$ cat config.mk
export PLATFORM = sky130hd
export DESIGN_NAME = plnci_node
export DESIGN_NICKNAME = d
export VERILOG_FILES = /design/src/shared/plnci_pkg.sv /design/src/hdl/plnci_timeout.sv /design/src/hdl/plnci_route.sv /design/src/hdl/plnci_node.sv
export SDC_FILE = /design/constraint.sdc
export NUM_CORES = 1
export LEC_CHECK = 0
export ABC_CLOCK_PERIOD_IN_PS = 1400
export BUFFER_PORTS_ARGS = -buffer_cell sky130_fd_sc_hd__buf_2
export CAP_MARGIN = 20
export CORE_MARGIN = 4
export CORE_UTILIZATION = 45
export CTS_BUF_LIST = sky130_fd_sc_hd__clkbuf_16
export CTS_CLUSTER_SIZE = 14
export DETAILED_ROUTE_END_ITERATION = 8
export GPL_TIMING_DRIVEN = 0
export PLACE_DENSITY_LB_ADDON = 0.3
export SYNTH_ARGS = -nofsm -noshare
export SYNTH_HDL_FRONTEND = slang
export SYNTH_SLANG_ARGS = --single-unit
$ cat constraint.sdc
create_clock -name clk_sys -period 1.4 [get_ports clk_sys]
set_input_delay 0.07 -clock clk_sys [delete_from_list [all_inputs] [get_ports clk_sys]]
set_output_delay 0.07 -clock clk_sys [all_outputs]
set_load 0.03 [all_outputs]
$ cat src/shared/plnci_pkg.sv
// constants and types shared by the local node register block
// Operation
// RQ1 - node registers take byte or word transfers only; only size 2 is refused, size 3 is accepted
// RQ2 - decode 32-byte window: local, remote, dma
// RQ3 - command bit 7 clears error status flags
// RQ4 - command bit 6 clears inbound interrupt
// RQ5 - command bit 5 drives outbound interrupt request
// RQ6 - control bit 7 shows interrupt is active
// RQ7 - control bit 6 gates normal interrupt sources
// RQ8 - control bit 5 gates error interrupt sources
// RQ9 - select field routes outbound interrupt to line
// RQ10 - software keeps one source per cable line
// RQ11 - status bit 7 latches link data error
// RQ12 - status bit 6 latches remote bus error
// RQ13 - status bit 5 latches inbound interrupt
// RQ14 - 30 us no answer: abort, set bit 2
// RQ15 - software flushes link after timeout by read
// RQ16 - status bit 0 follows remote power/cable state
// RQ17 - power/cable state raises no error interrupt
// RQ18 - pending register shows seven cable lines
// RQ19 - interrupt is level of enabled pending sources
package plnci_pkg;

	// window layout
	localparam int unsigned WIN_ADDR_W   = 5;
	localparam logic [4:0]  WIN_LOCAL    = 5'h00;
	localparam logic [4:0]  WIN_REMOTE   = 5'h08;
	localparam logic [4:0]  WIN_DMA      = 5'h10;

	// local register offsets
	localparam logic [2:0]  OFS_LOCAL_COMMAND     = 3'h0;
	localparam logic [2:0]  OFS_INTERRUPT_CONTROL = 3'h1;
	localparam logic [2:0]  OFS_LOCAL_STATUS      = 3'h2;
	localparam logic [2:0]  OFS_CABLE_PENDING     = 3'h3;
	localparam logic [2:0]  OFS_HOST_BUS_CONTROL  = 3'h4;

	// local command fields
	localparam int unsigned CMD_CLEAR_STATUS  = 7;
	localparam int unsigned CMD_CLEAR_INBOUND = 6;
	localparam int unsigned CMD_SEND_OUTBOUND = 5;

	// interrupt control fields
	localparam int unsigned ICR_ACTIVE        = 7;
	localparam int unsigned ICR_NORMAL_EN     = 6;
	localparam int unsigned ICR_ERROR_EN      = 5;
	localparam int unsigned ICR_SEL_MSB       = 2;

	// local status fields
	localparam int unsigned STA_LINK_ERR      = 7;
	localparam int unsigned STA_REMOTE_BERR   = 6;
	localparam int unsigned STA_INBOUND       = 5;
	localparam int unsigned STA_TIMEOUT       = 2;
	localparam int unsigned STA_REMOTE_OFF    = 0;

	// host bus control keeps its three low bits
	localparam logic [7:0]  HBC_MASK          = 8'h07;

	// reset values
	localparam logic [7:0]  RST_LOCAL_COMMAND = 8'h00;
	localparam logic [7:0]  RST_INT_CONTROL   = 8'h00;
	localparam logic [7:0]  RST_HOST_BUS_CTRL = 8'h00;

	// timing
	localparam int unsigned CLK_MHZ           = 10;
	localparam int unsigned TIMEOUT_US        = 30;
	localparam int unsigned TIMEOUT_CYCLES    = TIMEOUT_US * CLK_MHZ;
	localparam int unsigned TMO_W             = 9;

	// window region of an access
	typedef enum logic [1:0] {
		PLNCI_REG_LOCAL  = 2'b00,
		PLNCI_REG_REMOTE = 2'b01,
		PLNCI_REG_DMA    = 2'b10
	} plnci_region_type;

	// remote access watchdog states
	typedef enum logic [1:0] {
		PLNCI_IDLE = 2'b00,
		PLNCI_WAIT = 2'b01,
		PLNCI_DONE = 2'b10
	} plnci_wd_type;

endpackage : plnci_pkg

$ cat src/hdl/plnci_timeout.sv
// remote command watchdog: times out an unanswered remote access
module plnci_timeout
	import plnci_pkg::*;
(
	input  wire logic clk_sys,     // system clock
	input  wire logic sys_rst,     // async reset, high
	input  wire logic start,       // remote command issued
	input  wire logic answer,      // remote answered
	output logic      busy,        // waiting for answer
	output logic      expired      // one-cycle timeout pulse
);

	plnci_wd_type           state;      // watchdog state
	logic [TMO_W-1:0]       count;      // cycles waited

	// wait for the answer, give up after the limit
	always_ff @(posedge clk_sys or posedge sys_rst) begin
		if (sys_rst) begin
			state   <= PLNCI_IDLE;
			count   <= '0;
			expired <= 1'b0;
		end else begin
			expired <= 1'b0;
			case (state)
				PLNCI_IDLE: begin
					count <= '0;
					if (start) begin
						state <= PLNCI_WAIT;
					end
				end
				PLNCI_WAIT: begin
					if (answer) begin
						state <= PLNCI_IDLE;  // answered in time
					end else if (count == TMO_W'(TIMEOUT_CYCLES - 1)) begin
						state   <= PLNCI_DONE;  // RQ14
						expired <= 1'b1;        // RQ14
					end else begin
						count <= count + TMO_W'(1);
					end
				end
				PLNCI_DONE: begin
					count <= '0;
					if (start) begin
						state <= PLNCI_WAIT;  // command in abort cycle is watched
					end else begin
						state <= PLNCI_IDLE;  // operation terminated
					end
				end
				default: begin
					state <= PLNCI_IDLE;
				end
			endcase
		end
	end

	// busy while a command is outstanding
	assign busy = (state == PLNCI_WAIT);

endmodule : plnci_timeout

$ cat src/hdl/plnci_route.sv
// outbound interrupt router onto the seven cable lines
module plnci_route
	import plnci_pkg::*;
(
	input  wire logic       clk_sys,   // system clock
	input  wire logic       sys_rst,   // async reset, high
	input  wire logic       request,   // outbound request level
	input  wire logic [2:0] select,    // line choice, zero is off
	output logic      [7:1] lines      // cable lines, registered
);

	genvar g;

	// one flop per line, driven when selected
	generate
		for (g = 1; g <= 7; g++) begin : gen_line
			always_ff @(posedge clk_sys or posedge sys_rst) begin
				if (sys_rst) begin
					lines[g] <= 1'b0;
				end else begin
					lines[g] <= request && (select == 3'(g));  // RQ9
				end
			end
		end
	endgenerate

endmodule : plnci_route

$ cat src/hdl/plnci_node.sv
// local node register block with interrupt merge
module plnci_node
	import plnci_pkg::*;
(
	input  wire logic       clk_sys,          // system clock
	input  wire logic       sys_rst,          // async reset, high
	// node window access
	input  wire logic       acc_valid,        // access strobe, one cycle
	input  wire logic       acc_write,        // 1 write, 0 read
	input  wire logic [4:0] acc_addr,         // byte address in window
	input  wire logic [1:0] acc_size,         // 0 byte,1 word,2 long
	input  wire logic [15:0] acc_wdata,       // write data
	output logic      [15:0] acc_rdata,       // read data, registered
	output logic            acc_done,         // local access answered
	output logic            acc_refused,      // long access refused
	output logic            remote_sel,       // remote region strobe
	output logic            dma_sel,          // dma region strobe
	// link events from the fiber side
	input  wire logic       link_data_err,    // link data error pulse
	input  wire logic       remote_berr,      // remote bus error pulse
	input  wire logic       inbound_irq,      // inbound interrupt pulse
	input  wire logic       remote_off,       // remote power/cable off
	input  wire logic       remote_answer,    // remote command answered
	input  wire logic [7:1] cable_pending_in, // cable lines pending
	input  wire logic       dma_done,         // dma done level
	input  wire logic       dma_check_err,    // dma block check level
	input  wire logic       parity_err,       // parity error level
	// outputs
	output logic      [7:1] cable_lines_out,  // outbound cable lines
	output logic            remote_abort,     // timeout terminate pulse
	output logic            host_irq,         // host interrupt level
	output logic      [2:0] host_bus_ctrl     // swap, preempt, abort
);

	// registers and internal signals
	logic [7:0] local_command;     // stored command bits
	logic [7:0] interrupt_control; // stored control bits
	logic [7:0] host_bus_control;  // host bus options
	logic       link_err_flag;     // status bit 7
	logic       berr_flag;         // status bit 6
	logic       inbound_flag;      // status bit 5
	logic       timeout_flag;      // status bit 2
	logic [7:0] local_status;      // assembled status
	logic [7:0] icr_view;          // control as read
	logic       normal_pending;    // any normal source
	logic       error_pending;     // any error source
	logic       irq_level;         // merged interrupt
	logic       tmo_busy;          // watchdog busy
	logic       tmo_expired;       // watchdog fired
	plnci_region_type region;      // decoded region

	// region decode of the window
	function automatic plnci_region_type region_of(input logic [4:0] a);
		if (a[4]) begin
			region_of = PLNCI_REG_DMA;
		end else if (a[3]) begin
			region_of = PLNCI_REG_REMOTE;
		end else begin
			region_of = PLNCI_REG_LOCAL;
		end
	endfunction : region_of

	// write strobe for a local register at an offset
	function automatic logic local_wr(input logic [4:0] a,
	                                  input logic [2:0] ofs);
		local_wr = (region_of(a) == PLNCI_REG_LOCAL) && (a[2:0] == ofs);
	endfunction : local_wr

	logic acc_ok;     // accepted access
	logic wr_ok;      // accepted write
	logic clr_status; // clear error flags
	logic clr_inbound;// clear inbound flag

	// long accesses are refused outright
	assign acc_ok      = acc_valid && (acc_size != 2'd2);  // RQ1
	assign acc_refused = acc_valid && (acc_size == 2'd2);  // RQ1
	assign wr_ok       = acc_ok && acc_write;
	assign region      = region_of(acc_addr);              // RQ2
	assign remote_sel  = acc_ok && (region == PLNCI_REG_REMOTE); // RQ2
	assign dma_sel     = acc_ok && (region == PLNCI_REG_DMA);    // RQ2

	// write-only command pulses
	assign clr_status  = wr_ok && local_wr(acc_addr, OFS_LOCAL_COMMAND)
	                     && acc_wdata[CMD_CLEAR_STATUS];  // RQ3
	assign clr_inbound = wr_ok && local_wr(acc_addr, OFS_LOCAL_COMMAND)
	                     && acc_wdata[CMD_CLEAR_INBOUND]; // RQ4

	// local command keeps only the send bit
	always_ff @(posedge clk_sys or posedge sys_rst) begin
		if (sys_rst) begin
			local_command <= RST_LOCAL_COMMAND;
		end else if (wr_ok && local_wr(acc_addr, OFS_LOCAL_COMMAND)) begin
			local_command <= RST_LOCAL_COMMAND;
			local_command[CMD_SEND_OUTBOUND] <=
				acc_wdata[CMD_SEND_OUTBOUND];  // RQ5
		end
	end

	// interrupt control: enables and line select
	always_ff @(posedge clk_sys or posedge sys_rst) begin
		if (sys_rst) begin
			interrupt_control <= RST_INT_CONTROL;
		end else if (wr_ok &&
		             local_wr(acc_addr, OFS_INTERRUPT_CONTROL)) begin
			interrupt_control <= 8'h00;
			interrupt_control[ICR_NORMAL_EN] <= acc_wdata[ICR_NORMAL_EN];
			interrupt_control[ICR_ERROR_EN]  <= acc_wdata[ICR_ERROR_EN];
			interrupt_control[ICR_SEL_MSB:0] <=
				acc_wdata[ICR_SEL_MSB:0];  // RQ9
		end
	end

	// host bus control, low three bits stored
	always_ff @(posedge clk_sys or posedge sys_rst) begin
		if (sys_rst) begin
			host_bus_control <= RST_HOST_BUS_CTRL;
		end else if (wr_ok &&
		             local_wr(acc_addr, OFS_HOST_BUS_CONTROL)) begin
			host_bus_control <= acc_wdata[7:0] & HBC_MASK;
		end
	end
	assign host_bus_ctrl = host_bus_control[2:0];

	// sticky error flags, a new event beats the clear
	always_ff @(posedge clk_sys or posedge sys_rst) begin
		if (sys_rst) begin
			link_err_flag <= 1'b0;
			berr_flag     <= 1'b0;
			timeout_flag  <= 1'b0;
		end else begin
			if (link_data_err) begin
				link_err_flag <= 1'b1;           // RQ11
			end else if (clr_status) begin
				link_err_flag <= 1'b0;           // RQ3
			end
			if (remote_berr) begin
				berr_flag <= 1'b1;               // RQ12
			end else if (clr_status) begin
				berr_flag <= 1'b0;               // RQ3
			end
			if (tmo_expired) begin
				timeout_flag <= 1'b1;            // RQ14
			end else if (clr_status) begin
				timeout_flag <= 1'b0;            // RQ3
			end
		end
	end

	// inbound interrupt flag
	always_ff @(posedge clk_sys or posedge sys_rst) begin
		if (sys_rst) begin
			inbound_flag <= 1'b0;
		end else if (inbound_irq) begin
			inbound_flag <= 1'b1;                // RQ13
		end else if (clr_inbound) begin
			inbound_flag <= 1'b0;                // RQ4
		end
	end

	// status view, bit 0 follows the live condition
	always_comb begin
		local_status                  = 8'h00;
		local_status[STA_LINK_ERR]    = link_err_flag;
		local_status[STA_REMOTE_BERR] = berr_flag;
		local_status[STA_INBOUND]     = inbound_flag;
		local_status[STA_TIMEOUT]     = timeout_flag;
		local_status[STA_REMOTE_OFF]  = remote_off;  // RQ16
	end

	// source grouping; remote_off is left out on purpose
	assign normal_pending = inbound_flag |
	                        local_command[CMD_SEND_OUTBOUND] |
	                        (|cable_pending_in) | dma_done;    // RQ7
	assign error_pending  = link_err_flag | berr_flag | timeout_flag |
	                        parity_err | dma_check_err;        // RQ8 RQ17
	assign irq_level = (normal_pending &
	                    interrupt_control[ICR_NORMAL_EN]) |
	                   (error_pending &
	                    interrupt_control[ICR_ERROR_EN]);      // RQ19

	// registered interrupt output
	always_ff @(posedge clk_sys or posedge sys_rst) begin
		if (sys_rst) begin
			host_irq <= 1'b0;
		end else begin
			host_irq <= irq_level;  // RQ19
		end
	end

	// control as read, bit 7 shows the interrupt
	always_comb begin
		icr_view             = interrupt_control;
		icr_view[ICR_ACTIVE] = host_irq;  // RQ6
	end

	// read data and answer
	always_ff @(posedge clk_sys or posedge sys_rst) begin
		if (sys_rst) begin
			acc_rdata <= 16'h0000;
			acc_done  <= 1'b0;
		end else begin
			acc_done <= acc_ok && (region == PLNCI_REG_LOCAL);
			if (acc_ok && !acc_write && (region == PLNCI_REG_LOCAL)) begin
				case (acc_addr[2:0])
					OFS_LOCAL_COMMAND: begin
						acc_rdata <= {8'h00, local_command};
					end
					OFS_INTERRUPT_CONTROL: begin
						acc_rdata <= {8'h00, icr_view};  // RQ6
					end
					OFS_LOCAL_STATUS: begin
						acc_rdata <= {8'h00, local_status};
					end
					OFS_CABLE_PENDING: begin
						acc_rdata <= {8'h00, cable_pending_in, 1'b0}; // RQ18
					end
					OFS_HOST_BUS_CONTROL: begin
						acc_rdata <= {8'h00, host_bus_control};
					end
					default: begin
						acc_rdata <= 16'h0000;  // reserved reads zero
					end
				endcase
			end
		end
	end

	// watchdog on remote region accesses
	plnci_timeout u_timeout (
		.clk_sys (clk_sys),
		.sys_rst (sys_rst),
		.start   (remote_sel && !tmo_busy),
		.answer  (remote_answer),
		.busy    (tmo_busy),
		.expired (tmo_expired)
	);
	assign remote_abort = tmo_expired;  // RQ14

	// outbound interrupt onto the chosen line
	plnci_route u_route (
		.clk_sys (clk_sys),
		.sys_rst (sys_rst),
		.request (local_command[CMD_SEND_OUTBOUND]),  // RQ5
		.select  (interrupt_control[ICR_SEL_MSB:0]),
		.lines   (cable_lines_out)
	);

endmodule : plnci_node

# [Word level (Yosys, flattened, before mapping)]
# Cells that the tools add are included.
[classes] addsub=1 n_eq_ne=22 muxes=20 bitwise=10 n_reduce_logical=38
[op_table] operator="$pmux 8 s5" count=1
[op_table] operator="$logic_and 1x1->1" count=24
[op_table] operator="$mux 9" count=2
[op_table] operator="$pmux 9 s2" count=1
[op_table] operator="$eq 3x3->1 const B" count=5
[op_table] operator="$eq 3x2->1 const B" count=4
[op_table] operator="$mux 1" count=11
[op_table] operator="$reduce_bool 2->1" count=5
[op_table] operator="$add 9x1->9 const B" count=1
[op_table] operator="$eq 9x9->1 const B" count=1
[op_table] operator="$mux 2" count=4
[op_table] operator="$or 1x1->1" count=8
[op_table] operator="$reduce_or 7->1" count=1
[op_table] operator="$eq 2x2->1 const B" count=3
[op_table] operator="$eq 3x1->1 const B" count=2
[op_table] operator="$ne 2x2->1 const B" count=3
[op_table] operator="$pmux 2 s3" count=1
[op_table] operator="$eq 2x1->1 const B" count=2
[op_table] operator="$logic_not 2->1" count=2
[op_table] operator="$logic_not 3->1" count=1
[op_table] operator="$ne 3x2->1 const B" count=1
[op_table] operator="$reduce_and 3->1" count=1
[op_table] operator="$and 1x1->1" count=2
[op_table] operator="$logic_not 1->1" count=2
[op_table] operator="3 further kinds" count=3
[word_totals] ff_bits=50 input_bits=42 out_inout_bits=32 elab_cells=111

# [Longest topological paths before layout]
# Gate-level depths: netlist (run 1).
[logic_depth] ltp_word=8 ltp_mapped=5 depth_no_buf=4

# [Cells and area by module]
# A second synthesis (run 1) with hierarchy kept.
[hier_totals] hier_cells=187 hier_area_um2=2199.6
[by_module_without_submodules] module="plnci_node" n_inst=1 cells_each=112 area_each_um2=1325.0 seq_area_each_um2=575.6
[by_module_without_submodules] module="plnci_timeout" n_inst=1 cells_each=60 area_each_um2=614.3 seq_area_each_um2=300.3
[by_module_without_submodules] module="plnci_route" n_inst=1 cells_each=15 area_each_um2=260.2 seq_area_each_um2=175.2

# [Least setup slack after synthesis (run 1)]
# No wires, ideal clock.
[synth_timing] path_type="register to register" startpoint="register u_timeout.count[0]" endpoint="register u_timeout.count[8]" setup_ps=78 arrival_time_ps=1341 required_ps=1322 setup_slack_ps=-19 path_stages_with_launch=5 n_path_buf=0 synth_period_minus_slack_ps=1419 path_cell_list="dfrtp_1 ha_1 nand4bb_1 or4_1 a21oi_1"
[synth_between] elab_chain_cells=4 word_cells_on_any_way=7 cone_classes="1 x add/sub; 2 x eq/ne; 3 x mux; 1 x reduce/logical"
[synth_lines] element="from (decl)" line_no="plnci_timeout.sv:14" source="logic [TMO_W-1:0] count;"
[synth_lines] element="from (signal assigned)" line_no="plnci_timeout.sv:38" source="count <= count + TMO_W'(1);"
[synth_lines] element="$add 9x1->9" line_no="plnci_timeout.sv:38"
[synth_lines] element="$mux 9" line_no="plnci_timeout.sv:34" source="end else if (count == TMO_W'(TIMEOUT_CYCLES - 1)) begin"
[synth_lines] element="$mux 9" line_no="plnci_timeout.sv:32" source="if (answer) begin"
[synth_lines] element="$pmux 9 s2" line_no="plnci_timeout.sv:24" source="case (state)"
# Several ways; a longest one is shown, not always the timed one. The select of a mux whose other input is x is not followed.
# A chain may end at the register's enable or synchronous reset.

# [Worst setup path in the final report (run 1)]
# Same ends and word-level chain as after synthesis.

==> run metrics, run 1 <==
#FFs+latches synth 42; CP required 1610 ps; Area growth syn-to-layout 30.0%; pre-CTS setup slack -145 ps; post-route minimum period 1410 ps; Combinational Power Share 17.3%; initial antenna violation count 0; Cell variety after synth 40; Crit. path cell count 4; Design Area, Final 2790 um2; root buf cell clkbuf_16; CP cell instances ha_4, nand4bb_4, or4_4, a21oi_2; max-slew violations 0; chip width 77.0 um; DRT iter0 DRCs 122; Worst Setup SP u_timeout.count[0]; status finished, violations left; clock skew 5.11 ps; delay of the slowest cell on the worst path 510 ps; Final nets 317; Hold Slack -32.3 ps; total grt overflow 0; First-pass DRT Iterations 4; core area 4470 um2; Routed Antenna Nets 0; overall power 0.00320 W; Placed Instances 313; Clock Power Share 40.4%; pwr/cell area 1150 nW/um2; final wirelength 5050 um; Cell Int Power 0.00234 W; LEAKAGE 1.28 nW; final hold vios 42; failing checks hold timing, setup timing; Worst Slack Setup Final -11.4 ps; largest net degree at the start of global routing 43; crit path to u_timeout.count[8]; maximum clock frequency 0.708 GHz; DR vias/cell 5.43; RSZ-0062 raised after global routing yes; sequential share of the synthesized area 49.0%; # diodes 0; Peak VDD IR 0.585 mV; global-route wire length before repair 8170 um; Yosys warnings 0; vias in the first global route 1735; worst slew pin tran 850 ps; Arr. time, crit path 1620 ps; reg-to-reg endpoint u_timeout.count[8]; dpl cell area 2510 um2; dpl hpwl 3570 um; total track usage 17.2%; total clock sinks 42; r2r startpoint u_timeout.count[0]; drt wl/cell 15.4 um; Reg2Reg Depth 4; Residual DRC 0; worst skew pair latency 280 ps; Crit path max-delay family simple AND/OR/NAND/NOR gates; # setup viols final 1; Mapped Avg Cell Area 10.8 um2; register share of total power 42.4%; CP Max Fanout 6; Max-cap violations 0; die height 77.0 um; post-synth top area share 49.0%; layout cells sized above 1 37.8%; worst hold path type in -> async; crit path kind reg -> reg; DR vias 1774; CP Buf/Inv Count 0; Syn Inst Count 199; starting density of the core 47.9%; Yosys top cell by area dfrtp_1; Worst setup SP type flop; total I/O pin count 74; post-route non-filler standard cell count 327; Area contributors post-synth dfrtp_1 (49%), mux2_2 (7.4%), nor4_4 (3.0%), buf_4 (2.8%), nand4bb_1 (2.6%); Clk pin slew, worst setup/hold paths 60 ps; # H-tree levels 2; Switching Share 26.8%; area of the mapped netlist 2140 um2; port bufs 55; # rows 24; number of CTS-inserted buffers 5; R2R Setup Slk -10 ps; TritonCTS clock tree yes; crit end category flop; CTS max path bufs 2; Switch Pwr 0.000857 W; gpl congestion 0.866; Slew HR 43.2%; slowest stage cell, crit path or4_4; die area 5930 um2; final worst-path cycle share 101%
==> cell usage after synthesis (all sizes together) <==
| cell | n |
|---|---|
| inv | 9 |
| and3 | 5 |
| or3 | 3 |
| a21o | 3 |
| nand2b | 8 |
| o2bb2ai | 2 |
| o31ai | 2 |
| a31oi | 8 |
| nand4 | 3 |
| o22a | 1 |
| o21ai | 5 |
| conb | 1 |
| ha | 1 |
| buf | 9 |
| mux2i | 4 |
| mux4 | 1 |
| a22o | 1 |
| nand4bb | 5 |
| mux2 | 14 |
| nor2 | 12 |
| or4 | 4 |
| nor4 | 5 |
| clkbuf | 6 |
| nor4b | 1 |
| nand4b | 1 |
| o41ai | 1 |
| nand3 | 4 |
| and2 | 1 |
| dfrtp | 42 |
| o2111ai | 1 |
| nand2 | 13 |
| a21oi | 6 |
| a22oi | 2 |
| nor3 | 4 |
| nand3b | 7 |
| nor2b | 4 |
==> flip-flops by register name (all words and copies together) (netlist names), 2 cells and up <==
name,cells
host_bus_control,3
acc_rdata,8
interrupt_control,5
u_timeout.state,2
u_route.lines,7
u_timeout.count,9
==> how the worst min path moves through the flow <==
stage | startpoint | to | slack, ps | depth (start not counted)
after floorplan | acc_addr[3] | acc_done | 140 | 1
final | sys_rst | host_bus_control[1] | -30 | 2
after detailed placement | acc_wdata[6] | inbound_flag | 280 | 2
after global placement | acc_wdata[6] | inbound_flag | 270 | 2
after global routing | acc_wdata[7] | timeout_flag | 0.7 | 2
after CTS | sys_rst | host_bus_control[1] | 3 | 2
==> stage by stage <==
step,utilization (%),setup TNS [ps],hold WS [ps]
final,62.3,-11.4,-32.3
after floorplan,-,-7.32,143
after global placement,56.2,-6800,268
after CTS,61.8,0,3.05
after global routing,62.3,-200,0.701
after detailed placement,56.2,-844,276
==> area by class of cell <==
class                           count  area, um2
Fill cell                         378       1690
Multi-Input combinational cell    140       1060
Sequential cell                    42       1050
Timing Repair Buffer               61        323
Clock buffer                        5        125
Buffer                             15       87.6
Tap cell                           52       65.1
Clock inverter                      3       41.3
Inverter                            9       33.8
==> power by group through the flow <==
stage               Combinational (W)  Clock [W]  Sequential [W]
floorplan                    0.000249          0         0.00148
global placement             0.000517          0         0.00138
detailed placement           0.000526          0         0.00138
CTS                          0.000551    0.00131         0.00136
global route                 0.000594    0.00136         0.00137
finish                       0.000552    0.00129         0.00135
==> layer usage <==
layer / track usage, % / part of all wire, % / wire [um]
met5: 0 / 0 / 0
met4: 5.87 / 1.5 / 76
met3: 3.40 / 5.4 / 274
met2: 30.0 / 51 / 2580
met1: 21.3 / 42 / 2110
==> what timing repair did <==
| item | in CTS | in global routing |
|---|---|---|
| gates resized for setup | 4 | 5 |
| gates cloned | 0 | 0 |
| hold buffers | 1 | 0 |
| setup endpoints to repair | 6 | 6 |
| pin swaps | 2 | 2 |
| setup buffers | 5 | 0 |
| hold endpoints to repair | 1 | 0 |
==> placed cells by master, fill, tap and decap left out, types with 6 or more instances in the layout <==
cell type / synthesis / routed
conb_1: 1 / 8
nand2_1: 13 / 13
nand3b_1: 7 / 7
buf_4: 8 / 13
nor2_1: 12 / 12
a31oi_1: 8 / 8
dfrtp_1: 42 / 42
buf_2: 1 / 56
clkbuf_1: 6 / 6
mux2_2: 14 / 14
nand2b_1: 8 / 8
inv_1: 9 / 9
==> worst reg2reg max path, stage by stage (launching register included) <==
cell and delay [ps]:
dfrtp_1 390, ha_4 180, nand4bb_4 140, or4_4 510, a21oi_2 120
==> cell families (layout without fill, tap and decap cells) <==
family | after synthesis | after routing | synth area share [%]
AND/OR/NAND/NOR | 80 | 80 | 24.3
flip-flops | 42 | 42 | 49.0
AO/OA/AOI/OAI | 32 | 32 | 9.80
buffers and inverters | 24 | 93 | 5.66
multiplexers | 19 | 19 | 10.4
adder cells (fa/ha/maj) | 1 | 1 | 0.583
other | 1 | 8 | 0.175
(Power assumes the default switching activity.)
==> run 2, diff against run 1 <==
- GPL_TIMING_DRIVEN: 0 -> not set
- RECOVER_POWER: not set -> 25
==> run 2 against run 1 <==
Compared with the run above: the run now ends clean; wire length up 3.4%; flip-flop and latch count unchanged; register-to-register slack better by 30 ps; sequential power about the same; setup slack better by 26 ps; clock skew up 0.95 ps; count of clock-buffer cells in the layout unchanged; clock power up 15%; first-iteration DRC count down 35%.
==> run metrics, run 2 (synthesized netlist as in run 1, its figures left out) <==
status complete, no violations (was finished, violations left); clock skew 6.06 ps (was 5.11 ps); # diodes 0 (unchanged); die height 77.0 um (unchanged); Max-cap violations 0 (unchanged); gpl congestion 0.861 (was 0.866); maximum clock frequency 0.722 GHz (was 0.708 GHz); pwr/cell area 1170 nW/um2 (was 1150 nW/um2); Worst Slack Setup Final 14.5 ps (was -11.4 ps); dpl hpwl 3680 um (was 3570 um); dpl cell area 2600 um2 (was 2510 um2); # rows 24 (unchanged); Routed Antenna Nets 0 (unchanged); Clk pin slew, worst setup/hold paths 60 ps (about the same); core area 4470 um2 (unchanged); CTS max path bufs 2 (unchanged); crit end category flop (unchanged); Design Area, Final 2910 um2 (was 2790 um2); Hold Crit Depth 2; initial antenna violation count 0 (unchanged); starting density of the core 47.9% (unchanged); max reg flops 9 (unchanged); total clock sinks 42 (unchanged); CP required 1610 ps (about the same); # H-tree levels 2 (unchanged); chip width 77.0 um (unchanged); max-slew violations 0 (unchanged); # setup viols final 0 (was 1); post-route minimum period 1390 ps (was 1410 ps); Setup TNS Final 0 ps (was -11.4 ps); worst slew pin tran 522 ps (was 850 ps); die area 5930 um2 (unchanged); root buf cell clkbuf_16 (unchanged); layout cells sized above 1 40.2% (was 37.8%); Final nets 323 (was 317); TritonCTS clock tree yes (unchanged); port bufs 55 (unchanged); Top reg by flops u_timeout.count (unchanged); Residual DRC 0 (unchanged); fin util 65.0% (was 62.3%); total I/O pin count 74 (unchanged); Area growth syn-to-layout 35.5% (was 30.0%); total track usage 18.4% (was 17.2%); crit path kind reg -> reg (unchanged); largest net degree at the start of global routing 43 (unchanged); worst hold path type in -> reg (was in -> async); number of CTS-inserted buffers 5 (unchanged); Peak VDD IR 0.791 mV (was 0.585 mV); First-pass DRT Iterations 4 (unchanged); pre-CTS setup slack -65.5 ps (was -145 ps); most common cell after layout, fill and taps aside buf_2 (unchanged); Hold Slack 34.5 ps (was -32.3 ps); commonest cells after routing, fill and taps aside buf_2 (55), dfrtp_1 (42), buf_4 (22) (was buf_2 (56), dfrtp_1 (42), mux2_2 (14)); Slew HR 65.2% (was 43.2%); LEAKAGE 1.34 nW (was 1.28 nW); final hold vios 0 (was 42); drt wl/cell 15.7 um (was 15.4 um); biggest regs u_timeout.count x9, acc_rdata x8, u_route.lines x7 (unchanged); global-route wire length before repair 8750 um (was 8170 um); Reg2Reg Depth 4 (unchanged); vias in the first global route 1801 (was 1735); CP Max Fanout 4 (was 6); final worst-path cycle share 99.0% (was 101%); RSZ-0062 raised after global routing yes (unchanged); DR vias 1798 (was 1774); DR vias/cell 5.40 (was 5.43); worst skew pair latency 280 ps (about the same); Arr. time, crit path 1600 ps (was 1620 ps); final wirelength 5220 um (was 5050 um); DRT iter0 DRCs 79 (was 122); Worst setup SP type flop (unchanged); total grt overflow 0 (unchanged)
-- run 2: area by class of cell --
cell class                 count  area (um2)
clock buffer                   5         125
inverter                       9        33.8
multi-input combinational    140        1060
timing repair buffer          82         498
fill                         372        1570
sequential                    42        1050
clock inverter                 3        68.8
tap                           52        65.1
-- run 2: worst max-delay path: stages, from the launching register on --
cell,delay [ps]
dfrtp_1,390
ha_4,180
nand4bb_4,120
or4_4,500
a21oi_2,120
-- run 2: metal layers --
metal,up-vias,global-route usage (%),share of wire [%]
li1,872,-,-
met2,52,32.4,51
met5,-,0,0
met1,869,22.6,43
met3,5,4.57,5.3
met4,0,4.80,1.1
-- run 2: path summary, 6_finish.rpt --
check / startpoint / slack (ps) / to
worst min register to register: acc_rdata[6] / 500 / acc_rdata[6]
min in group asynchronous: sys_rst / 460 / interrupt_control[0]
worst max register to register: u_timeout.count[1] / 10 / u_timeout.count[8]
worst min-delay path: acc_wdata[1] / 30 / host_bus_control[1]
max in group asynchronous: sys_rst / 580 / inbound_flag
worst max-delay path: u_timeout.count[1] / 10 / u_timeout.count[8]
-- run 2: timing repair --
action                     in CTS  in global routing
setup endpoints to repair       3                  7
hold endpoints to repair       44                  0
cloned                          0                  0
hold buffers                    3                  0
resized for setup               3                  7
buffers inserted                2                  0
pin swaps                       2                  2
-- run 2: per-stage QoR --
| step | instances | power (W) |
|---|---|---|
| after global routing | 333 | 0.00356 |
| after CTS | 333 | 0.00343 |
| after global placement | 320 | 0.00191 |
| after floorplan | 206 | 0.00173 |
| final | 333 | 0.00340 |
| after detailed placement | 320 | 0.00192 |
-- run 2: report_power, final --
group / total (W) / leakage, nW / switching [W] / internal [W]
Combinational: 0.000566 / 0.697 / 0.000347 / 0.000219
Sequential: 0.00136 / 0.551 / 0.0000613 / 0.00130
Clock: 0.00148 / 0.0940 / 0.000452 / 0.00102
